$ cat config.mk
export PLATFORM = sky130hd
export DESIGN_NAME = cspb_top
export DESIGN_NICKNAME = d
export VERILOG_FILES = /design/src/pkg/cspb_pkg.sv /design/src/rtl/cspb_top.sv
export VERILOG_INCLUDE_DIRS = /design/src /design/src/pkg
export SDC_FILE = /design/constraint.sdc
export NUM_CORES = 1
export LEC_CHECK = 0
export BUFFER_PORTS_ARGS = -buffer_cell sky130_fd_sc_hd__buf_2
export CORE_MARGIN = 5
export CORE_UTILIZATION = 35
export DETAILED_ROUTE_END_ITERATION = 8
export GPL_ROUTABILITY_DRIVEN = 0
export PLACE_DENSITY_LB_ADDON = 0.08
export SLEW_MARGIN = 10
export SYNTH_ARGS = -nofsm -noshare
export SYNTH_HDL_FRONTEND = slang
export SYNTH_SLANG_ARGS = --single-unit
$ cat constraint.sdc
create_clock -name core_clk_i -period 3.9 [get_ports core_clk_i]
set_input_delay 0.39 -clock core_clk_i [delete_from_list [all_inputs] [get_ports core_clk_i]]
set_output_delay 0.39 -clock core_clk_i [all_outputs]
set_load 0.05 [all_outputs]
$ cat src/pkg/cspb_defs.svh
`ifndef CSPB_DEFS_SVH
`define CSPB_DEFS_SVH
// ---------------------------------------------------------------
// register byte offsets
// ---------------------------------------------------------------
`define CSPB_OFF_LEVEL    5'h00
`define CSPB_OFF_CHANGE   5'h04
`define CSPB_OFF_CLEAR    5'h08
`define CSPB_OFF_ENABLE   5'h0C
`define CSPB_OFF_GCR_A    5'h10
`define CSPB_OFF_GCR_B    5'h14
`define CSPB_OFF_ACCESS   5'h18
// ---------------------------------------------------------------
// widths, fields and reset values
// ---------------------------------------------------------------
`define CSPB_ADDR_W       5
`define CSPB_PORT_W       8
`define CSPB_OUT_W        4
`define CSPB_GCR_W        2
`define CSPB_PORT_RST     8'h00
`define CSPB_GCR_RST      2'h0
`define CSPB_ACC_BUSY     0
`define CSPB_ACC_WIDE     1
`define CSPB_LANE0        0
`endif

$ cat src/pkg/cspb_pkg.sv
package cspb_pkg;
   // ------------------------------------------------------------
   // socket b access sequencer states
   // ------------------------------------------------------------
   typedef enum logic [1:0] {
      CSPB_IDLE    = 2'b00,  // no access in progress
      CSPB_STROBE  = 2'b01,  // address latch strobe high
      CSPB_WAITING = 2'b10,  // waiting for card wait release
      CSPB_DONE    = 2'b11   // completion pulse
   } cspb_state_t;
endpackage

$ cat src/rtl/cspb_top.sv
// Functional notes
// - strobe address latch at each socket b access
// - input lines 0-1 reported in level/change regs
// - input lines 2-7 reported in level/change regs
// - io access samples wide-port input
// - output lines 0-1 follow socket a control
// - output lines 2-3 follow socket b control
// - access completes only after wait released
`timescale 1ns/1ps
`default_nettype none
`include "cspb_defs.svh"

module cspb_top (
   input  wire logic                    core_clk_i,
   input  wire logic                    reset_n_i,
   input  wire logic                    ce_i,
   // avalon-mm slave
   input  wire logic [`CSPB_ADDR_W-1:0] avs_address_i,
   input  wire logic                    avs_read_i,
   input  wire logic                    avs_write_i,
   input  wire logic [31:0]             avs_writedata_i,
   input  wire logic [3:0]              avs_byteenable_i,
   output logic      [31:0]             avs_readdata_o,
   output logic                         avs_waitrequest_o,
   output logic                         irq_o,
   // socket b access requests
   input  wire logic                    access_req_i,
   input  wire logic                    access_io_i,
   output logic                         access_done_o,
   output logic                         access_wide_o,
   // card pins
   input  wire logic [`CSPB_PORT_W-1:0] socket_b_input_port_i,
   input  wire logic                    socket_b_io_is_wide_i,
   input  wire logic                    socket_b_wait_n_i,
   output logic                         socket_b_addr_latch_o,
   output logic      [`CSPB_OUT_W-1:0]  card_output_port_o
);

   // ------------------------------------------------------------
   // declarations
   // ------------------------------------------------------------
   logic [`CSPB_PORT_W-1:0] sync1_r;          // first sync stage
   logic [`CSPB_PORT_W-1:0] sync2_r;          // second sync stage
   logic [`CSPB_PORT_W-1:0] card_pin_level_reg_r;  // previous sample
   logic [`CSPB_PORT_W-1:0] card_pin_change_reg_r; // sticky changes
   logic [`CSPB_PORT_W-1:0] irq_enable_r;     // interrupt enables
   logic [`CSPB_PORT_W-1:0] pin_edge;         // level transition
   logic [`CSPB_PORT_W-1:0] clear_mask;       // clear from software
   logic [`CSPB_GCR_W-1:0]  socket_a_general_ctrl_reg_r;
   logic [`CSPB_GCR_W-1:0]  socket_b_general_ctrl_reg_r;
   cspb_pkg::cspb_state_t   state_r;          // access sequencer
   logic                    io_access_r;      // current access is io
   logic                    wide_r;           // last access port width
   logic                    ale_r;            // address latch flop
   logic                    done_r;           // completion flop
   logic                    wreq_r;           // waitrequest flop
   logic [31:0]             rdata_r;          // read data flop
   logic                    irq_r;            // interrupt flop
   logic                    wr_take;          // write accepted
   logic                    rd_first;         // read first seen
   logic                    lane0;            // low byte enabled

   // ------------------------------------------------------------
   // helpers
   // ------------------------------------------------------------
   // match a bus address against a register offset
   function automatic logic hit(input logic [`CSPB_ADDR_W-1:0] a,
                                input logic [`CSPB_ADDR_W-1:0] o);
      hit = (a == o);
   endfunction

   // ------------------------------------------------------------
   // bus strobes
   // ------------------------------------------------------------
   // write lands at the edge where waitrequest is low
   assign wr_take  = ce_i & avs_write_i & ~wreq_r;
   assign rd_first = ce_i & avs_read_i & wreq_r;
   assign lane0    = avs_byteenable_i[`CSPB_LANE0];
   assign clear_mask = (wr_take & lane0 &
                        hit(avs_address_i, `CSPB_OFF_CLEAR)) ?
                       avs_writedata_i[`CSPB_PORT_W-1:0] :
                       `CSPB_PORT_RST;

   // ------------------------------------------------------------
   // input port synchroniser and change detect
   // ------------------------------------------------------------
   // two flops, then a third holding the previous settled level
   always_ff @(posedge core_clk_i or negedge reset_n_i) begin
      if (!reset_n_i) begin
         sync1_r              <= `CSPB_PORT_RST;
         sync2_r              <= `CSPB_PORT_RST;
         card_pin_level_reg_r <= `CSPB_PORT_RST;
      end else if (ce_i) begin
         sync1_r              <= socket_b_input_port_i;
         sync2_r              <= sync1_r;
         card_pin_level_reg_r <= sync2_r;
      end
   end

   // transition seen only between settled samples
   assign pin_edge = sync2_r ^ card_pin_level_reg_r;

   // sticky change flags; a new edge beats a clear
   always_ff @(posedge core_clk_i or negedge reset_n_i) begin
      if (!reset_n_i) begin
         card_pin_change_reg_r <= `CSPB_PORT_RST;
      end else if (ce_i) begin
         card_pin_change_reg_r <= (card_pin_change_reg_r & ~clear_mask)
                                  | pin_edge;
      end
   end

   // ------------------------------------------------------------
   // control registers
   // ------------------------------------------------------------
   // software writes to enable and general control registers
   always_ff @(posedge core_clk_i or negedge reset_n_i) begin
      if (!reset_n_i) begin
         irq_enable_r                <= `CSPB_PORT_RST;
         socket_a_general_ctrl_reg_r <= `CSPB_GCR_RST;
         socket_b_general_ctrl_reg_r <= `CSPB_GCR_RST;
      end else if (wr_take && lane0) begin
         if (hit(avs_address_i, `CSPB_OFF_ENABLE)) begin
            irq_enable_r <= avs_writedata_i[`CSPB_PORT_W-1:0];
         end
         if (hit(avs_address_i, `CSPB_OFF_GCR_A)) begin
            socket_a_general_ctrl_reg_r <=
               avs_writedata_i[`CSPB_GCR_W-1:0];
         end
         if (hit(avs_address_i, `CSPB_OFF_GCR_B)) begin
            socket_b_general_ctrl_reg_r <=
               avs_writedata_i[`CSPB_GCR_W-1:0];
         end
      end
   end

   // ------------------------------------------------------------
   // avalon slave: one wait state, then answer
   // ------------------------------------------------------------
   // waitrequest drops for one cycle after a request is seen
   always_ff @(posedge core_clk_i or negedge reset_n_i) begin
      if (!reset_n_i) begin
         wreq_r  <= 1'b1;
         rdata_r <= 32'h0000_0000;
      end else if (ce_i) begin
         if ((avs_read_i || avs_write_i) && wreq_r) begin
            wreq_r <= 1'b0;
         end else begin
            wreq_r <= 1'b1;
         end
         if (rd_first) begin
            // unmapped and write-only offsets read as zero
            rdata_r <= 32'h0000_0000;
            if (hit(avs_address_i, `CSPB_OFF_LEVEL)) begin
               rdata_r[`CSPB_PORT_W-1:0] <= card_pin_level_reg_r;
            end
            if (hit(avs_address_i, `CSPB_OFF_CHANGE)) begin
               rdata_r[`CSPB_PORT_W-1:0] <= card_pin_change_reg_r;
            end
            if (hit(avs_address_i, `CSPB_OFF_ENABLE)) begin
               rdata_r[`CSPB_PORT_W-1:0] <= irq_enable_r;
            end
            if (hit(avs_address_i, `CSPB_OFF_GCR_A)) begin
               rdata_r[`CSPB_GCR_W-1:0] <= socket_a_general_ctrl_reg_r;
            end
            if (hit(avs_address_i, `CSPB_OFF_GCR_B)) begin
               rdata_r[`CSPB_GCR_W-1:0] <= socket_b_general_ctrl_reg_r;
            end
            if (hit(avs_address_i, `CSPB_OFF_ACCESS)) begin
               rdata_r[`CSPB_ACC_BUSY] <=
                  (state_r != cspb_pkg::CSPB_IDLE);
               rdata_r[`CSPB_ACC_WIDE] <= wide_r;
            end
         end
      end
   end

   // ------------------------------------------------------------
   // interrupt
   // ------------------------------------------------------------
   // level output while any enabled change flag is set
   always_ff @(posedge core_clk_i or negedge reset_n_i) begin
      if (!reset_n_i) begin
         irq_r <= 1'b0;
      end else if (ce_i) begin
         irq_r <= |(card_pin_change_reg_r & irq_enable_r);
      end
   end

   // ------------------------------------------------------------
   // socket b access sequencer
   // ------------------------------------------------------------
   // strobe, hold while card waits, then complete
   always_ff @(posedge core_clk_i or negedge reset_n_i) begin
      if (!reset_n_i) begin
         state_r     <= cspb_pkg::CSPB_IDLE;
         io_access_r <= 1'b0;
         wide_r      <= 1'b0;
         ale_r       <= 1'b0;
         done_r      <= 1'b0;
      end else if (ce_i) begin
         ale_r  <= 1'b0;
         done_r <= 1'b0;
         unique case (state_r)
            cspb_pkg::CSPB_IDLE: begin
               if (access_req_i) begin
                  state_r     <= cspb_pkg::CSPB_STROBE;
                  io_access_r <= access_io_i;
                  ale_r       <= 1'b1;
               end
            end
            cspb_pkg::CSPB_STROBE: begin
               state_r <= cspb_pkg::CSPB_WAITING;
            end
            cspb_pkg::CSPB_WAITING: begin
               // card holds wait low to stretch the access
               if (socket_b_wait_n_i) begin
                  state_r <= cspb_pkg::CSPB_DONE;
                  done_r  <= 1'b1;
                  // memory accesses report a narrow port
                  wide_r  <= io_access_r & socket_b_io_is_wide_i;
               end
            end
            cspb_pkg::CSPB_DONE: begin
               state_r <= cspb_pkg::CSPB_IDLE;
            end
         endcase
      end
   end

   // ------------------------------------------------------------
   // outputs
   // ------------------------------------------------------------
   assign avs_readdata_o        = rdata_r;
   assign avs_waitrequest_o     = wreq_r;
   assign irq_o                 = irq_r;
   assign access_done_o         = done_r;
   assign access_wide_o         = wide_r;
   assign socket_b_addr_latch_o = ale_r;
   assign card_output_port_o    = {socket_b_general_ctrl_reg_r,
                                   socket_a_general_ctrl_reg_r};

   // ------------------------------------------------------------
   // assertions
   // ------------------------------------------------------------
   property p_ale_on_start;
      @(posedge core_clk_i) disable iff (!reset_n_i)
      ce_i && access_req_i && state_r == cspb_pkg::CSPB_IDLE
      |=> socket_b_addr_latch_o ##1 !socket_b_addr_latch_o;
   endproperty
   a_ale_on_start: assert property (p_ale_on_start)
      else $error("address latch strobe missing");

   property p_level_low;
      @(posedge core_clk_i) disable iff (!reset_n_i)
      ce_i && $past(ce_i) && $past(ce_i, 2) && $past(ce_i, 3)
      |-> card_pin_level_reg_r[1:0] ==
          $past(socket_b_input_port_i[1:0], 3);
   endproperty
   a_level_low: assert property (p_level_low)
      else $error("low input level not reported");

   property p_change_high;
      @(posedge core_clk_i) disable iff (!reset_n_i)
      ce_i && pin_edge[7:2] != 6'h00
      |=> (card_pin_change_reg_r[7:2] & $past(pin_edge[7:2])) ==
          $past(pin_edge[7:2]);
   endproperty
   a_change_high: assert property (p_change_high)
      else $error("input change not flagged");

   property p_wide_sample;
      @(posedge core_clk_i) disable iff (!reset_n_i)
      ce_i && state_r == cspb_pkg::CSPB_WAITING && socket_b_wait_n_i
      |=> access_wide_o == ($past(io_access_r) &&
                            $past(socket_b_io_is_wide_i));
   endproperty
   a_wide_sample: assert property (p_wide_sample)
      else $error("port width not captured");

   property p_out_a;
      @(posedge core_clk_i) disable iff (!reset_n_i)
      wr_take && lane0 && avs_address_i == `CSPB_OFF_GCR_A
      |=> card_output_port_o[1:0] == $past(avs_writedata_i[1:0]);
   endproperty
   a_out_a: assert property (p_out_a)
      else $error("output lines 0-1 wrong");

   property p_out_b;
      @(posedge core_clk_i) disable iff (!reset_n_i)
      wr_take && lane0 && avs_address_i == `CSPB_OFF_GCR_B
      |=> card_output_port_o[3:2] == $past(avs_writedata_i[1:0]);
   endproperty
   a_out_b: assert property (p_out_b)
      else $error("output lines 2-3 wrong");

   property p_wait_hold;
      @(posedge core_clk_i) disable iff (!reset_n_i)
      ce_i && state_r == cspb_pkg::CSPB_WAITING && !socket_b_wait_n_i
      |=> !access_done_o && state_r == cspb_pkg::CSPB_WAITING;
   endproperty
   a_wait_hold: assert property (p_wait_hold)
      else $error("access completed during wait");

   property p_flag_cause;
      @(posedge core_clk_i) disable iff (!reset_n_i)
      ce_i |=> (card_pin_change_reg_r & ~$past(card_pin_change_reg_r)
                & ~$past(pin_edge)) == 8'h00;
   endproperty
   a_flag_cause: assert property (p_flag_cause)
      else $error("change flag set without transition");

endmodule
`default_nettype wire

### After elaboration in Yosys (flattened, before gate mapping)

Index checks and enable logic that the tools add are counted.

* bitwise logic cells: 13
* reductions and logical operators: 14
* add/sub/neg operators: 0
* equality and inequality tests: 11
* shifts and indexed selects: 0
* mux-type cells: 15
* divide/modulo/power cells: 0
* multipliers: 0
* $lt $le $gt $ge: 0

Operator list (count)
* 8-bit two-way mux: 4
* 8-bit bitwise AND: 2
* 5-bit == test, second input constant: 3
* 5-bit by 4-bit == test with 1-bit output, second input constant: 2
* 2-bit two-way mux: 5
* 3-bit AND reduction: 3
* 8-bit NOT: 1
* 8-bit OR: 1
* 2-bit case mux with 4 select lines: 1
* 2-bit AND reduction: 4
* 8-bit OR reduction: 1
* 8-bit XOR: 1
* 1-bit bitwise AND: 7
* 5-bit by 3-bit == test with 1-bit output, second input constant: 1
* 5-bit zero test: 1
* 1-bit two-way mux: 5
* 2-bit == test, second input constant: 2
* 2-bit != test, second input constant: 2
* 2-bit by 1-bit == test with 1-bit output, second input constant: 1
* 1-bit logical AND: 2
* 2-bit zero test: 1
* 2-bit nonzero test: 1
* 1-bit logical OR: 1
* 1-bit NOT: 1

* flip-flop bits (word level): 60
* memory bits (writable): 0
* memories: 0
* memory bits (read-only): 0
* bits in latches: 0
* input bits: 58

### Logic depth before layout (Yosys ltp)

* depth after elaboration: 8
* mapped depth: 6
* gate-level depth less buffers: 5

### Least setup slack after synthesis

Ideal clock, no wire load.

* path kind: register -> register
* from: reg wreq_r, in the netlist avs_waitrequest_o
* to: reg socket_a_general_ctrl_reg_r[0]
* arrival: 1.490 ns
* buffers on the path: 0
* stages on the path, launching flop included: 4
* setup slack: 2.285 ns
* path through: dfstp_2 -> nand4b_4 -> or4_4 -> mux2_4

* cells in the longest elaborated chain, start to end: 4

Ends and longest elaborated chain
* start, declared: RTL line cspb_top.sv:56 `logic wreq_r;`
* start signal, assigned: RTL line cspb_top.sv:143 `wreq_r <= 1'b1;`
* start signal, assigned: RTL line cspb_top.sv:147 `wreq_r <= 1'b0;`
* start signal, assigned: RTL line cspb_top.sv:149 `wreq_r <= 1'b1;`
* 1-bit NOT: RTL line cspb_top.sv:76 `assign wr_take = ce_i & avs_write_i & ~wreq_r;`
* 1-bit bitwise AND: RTL line cspb_top.sv:76
* 1-bit logical AND: RTL line cspb_top.sv:122 `end else if (wr_take && lane0) begin`
* 2-bit AND reduction (no source line)
* end signal, assigned: RTL line cspb_top.sv:120 `` socket_a_general_ctrl_reg_r <= `CSPB_GCR_RST; ``
* end signal, assigned: RTL line cspb_top.sv:127 `socket_a_general_ctrl_reg_r <=`
* end, declared: RTL line cspb_top.sv:49 `` logic [`CSPB_GCR_W-1:0] socket_a_general_ctrl_reg_r; ``

Every way passes these cells.
A chain may end at the register's enable or synchronous reset.

### Worst setup path in the final report

* from: in avs_address_i[2]
* to: reg irq_enable_r[3]

* cells in the longest elaborated chain, start to end: 2

Ends and longest elaborated chain
* start, declared: RTL line cspb_top.sv:18 `` input wire logic [`CSPB_ADDR_W-1:0] avs_address_i, ``
* 5-bit by 4-bit == test with 1-bit output: RTL line cspb_top.sv:69 `hit = (a == o);`
* 2-bit AND reduction (no source line)
* end signal, assigned: RTL line cspb_top.sv:119 `` irq_enable_r <= `CSPB_PORT_RST; ``
* end signal, assigned: RTL line cspb_top.sv:124 `` irq_enable_r <= avs_writedata_i[`CSPB_PORT_W-1:0]; ``
* end, declared: RTL line cspb_top.sv:46 `` logic [`CSPB_PORT_W-1:0] irq_enable_r; ``

Every way passes these cells.

==> flow_summary.toml <==
[sta]
finalSetupViolCount = 0
fin_ws_ps = 2210
finalSetupTns_ps = 0
fmax_mhz = 592
slew_violations = 0
holdWs_ps = 107
rsz0062_at_grt = "no"
finClkSkew_ps = 9.15
tightest_slew_ps = 727
min_period_over_period_pct = 43.3
slew_headroom_pct = 51.5
finalHoldViolCount = 0
fin_crit_ps = 1690

[logic_synthesis]
ys.flop_type = "dfrtp_1"
ys_seq_area_share_pct = 51.2
ys.warnings.count = 0
synth_edf_count = 0
syn_area_mm2 = 0.00293
ys_types = 41
synthCells = 243
synthArstFlopShare_pct = 100
syn_avg_cell_area_um2 = 12.1
yosys_register_bits = 60

[pwr]
power.switching_mw = 0.528
pwr-share-comb_pct = 21.7
swShare_pct = 31.5
powerDensity_mw_per_mm2 = 498
power_mw = 1.68
p_leak_nw = 1.58
power_frac_clock_pct = 33.2
peakVddDrop_mv = 0.175
share_seq_of_total_power_pct = 45.0
internal_power_mw = 1.15

[die]
core_area_mm2 = 0.00818
fp-row-count = 33
die-area_mm2 = 0.0103
die_height_um = 102
ios = 99
die_w_um = 102
initial_core_util_pct = 35.9

[clock_network]
clockRootBuffer = "clkbuf_8"
clk_path_buf_depth = 2
clk_pin_slew_ps = 60
holdBufCountCts = 0
cts_tree = "yes"
cts_made_buffers = 9
clk_latency_ps = 340
post_cts_buffers = 0
cts_max_level = 3
cts_resized = 0
cts.sinks = 60

[detailed_routing]
wl_per_cell_um = 14.9
num_vias = 1889
wl_met2_mm = 2.39
wl_mm = 5.98
postRouteAntennaNets = 0
drt_iter0_drc = 51
routedLengthMet1_mm = 3.03
firstDrtPassIters = 4
top_layer = "met4"
wl_met3_um = 420
route.detailed.drc = 0
via_per_inst = 4.71

[placement]
hpwl_mm = 4.32
placed_area_mm2 = 0.00318
place_ws_ps = 1860
portBuffers = 47

[finish]
finalNetCount = 353
n_fill_cell = 809
layout-drive-gt1-share_pct = 35.8
fin_area_mm2 = 0.00337
num_antenna_cells = 0
layout_commonest_cell = "dfrtp_1"
seq_area_mm2 = 0.00150
multi_input_area_mm2 = 0.00126
area_growth_pct = 14.9
final_cell_mix = "dfrtp_1, buf_2, mux2_2, conb_1, nand2_1"

[setup_path]
ff2ff_path_depth = 3
worst-path-max-fanout = 16
r2r_slack_ps = 2290
worst_path_max_delay_cell = "and2_1"
worstPathCellList = "buf_2, and2_1, nor4bb_1, buf_4, mux2_2"
criticalPathCategory = "input pin to register"
cpPeakStageDelay_ps = 350
cp.required_ps = 4120
startpoint_type = "input pin"
critPathArrivalTime_ps = 1910
end_kind = "register"

[global_route]
grt_usage_pct = 12.5
grt_overflow_total = 0
antenna_found_initial = 0
grt_first_pass_wirelength_mm = 9.69
grt_pass1_vias = 1844
grt_max_degree = 43

[min_path]
min_path_type = "input pin to async pin"

[outcome]
status = "complete, no violations"

[flow_run]
maxCapViolCount = 0
-- final timing paths --
| path | start | endpoint |
|---|---|---|
| hold reg to reg | avs_readdata_o[2] | avs_readdata_o[2] |
| setup / recovery | avs_address_i[2] | irq_enable_r[3] |
| max in group asynchronous | reset_n_i | card_pin_change_reg_r[2] |
| hold / removal | reset_n_i | state_r[1] |
| min in group core_clk_i | socket_b_io_is_wide_i | access_wide_o |
| setup reg to reg | avs_waitrequest_o | avs_readdata_o[5] |
-- routing by layer --
layer  vias up  global-route usage [%]
li1        919                       -
met3        11                    3.86
met5         -                       0
met1       898                    18.4
met2        61                    16.2
met4         0                    6.75
-- stage by stage --
step,util (%),std cells
2_1_floorplan,-,266
3_3_place_gp,38.9,387
3_5_place_dp,38.9,387
4_1_cts,41.2,401
5_1_grt,41.2,401
6_report,41.2,401
-- cells in the mapped netlist (all sizes together) (4+ instances only) --
master | number | area share [%]
dfrtp | 59 | 50
mux2 | 37 | 14
buf | 27 | 6.8
nand2 | 19 | 2.4
a22o | 16 | 4.8
o21ai | 12 | 2.0
mux2i | 9 | 3.1
inv | 8 | 1.0
xor2 | 8 | 2.4
clkbuf | 7 | 0.94
nor2 | 5 | 0.72
nand3 | 4 | 0.68
-- layout make-up --
cell class	instances	share of cell area, %
tap	105	3.90
inverter	8	0.891
multi-input combinational	164	37.4
clock buffer	12	4.60
timing repair buffer	50	7.64
sequential	60	44.6
clock inverter	2	1.04
-- state kept, by name (all words and copies together), names as in the netlist --
name                         count
irq_o                            1
socket_b_addr_latch_o            1
access_done_o                    1
socket_b_general_ctrl_reg_r      2
card_pin_change_reg_r            8
socket_a_general_ctrl_reg_r      2
card_pin_level_reg_r             8
avs_waitrequest_o                1
io_access_r                      1
sync2_r                          8
irq_enable_r                     8
state_r                          2
avs_readdata_o                   8
sync1_r                          8
access_wide_o                    1
-- cell families (layout without fill, tap and decap cells) --
kind of cell | Yosys count | after routing | synth area share [%]
buffers and inverters | 42 | 72 | 8.78
and+or+nand+nor | 42 | 42 | 8.61
xor gates and xnor gates | 8 | 8 | 2.39
muxes | 46 | 46 | 17.5
other | 1 | 24 | 0.128
adders and majority gates | 2 | 2 | 0.853
AOI/OAI and AO/OA | 42 | 42 | 10.5
DFF | 60 | 60 | 51.2
-- critical path, delay by kind of cell --
kind / cells / cell delay [ps]
buffers and inverters: 2 / 560
AND/OR/NAND/NOR: 2 / 610
multiplexers: 1 / 340
-- power groups by stage --
stage / Combinational (mW) / Clock, mW / Sequential (mW)
3_5_place_dp: 0.370 / 0 / 0.769
4_1_cts: 0.370 / 0.578 / 0.758
5_1_grt: 0.401 / 0.604 / 0.768
2_1_floorplan: 0.231 / 0 / 0.827
6_report: 0.365 / 0.558 / 0.756
3_3_place_gp: 0.364 / 0 / 0.767
(Power assumes the default switching activity.)
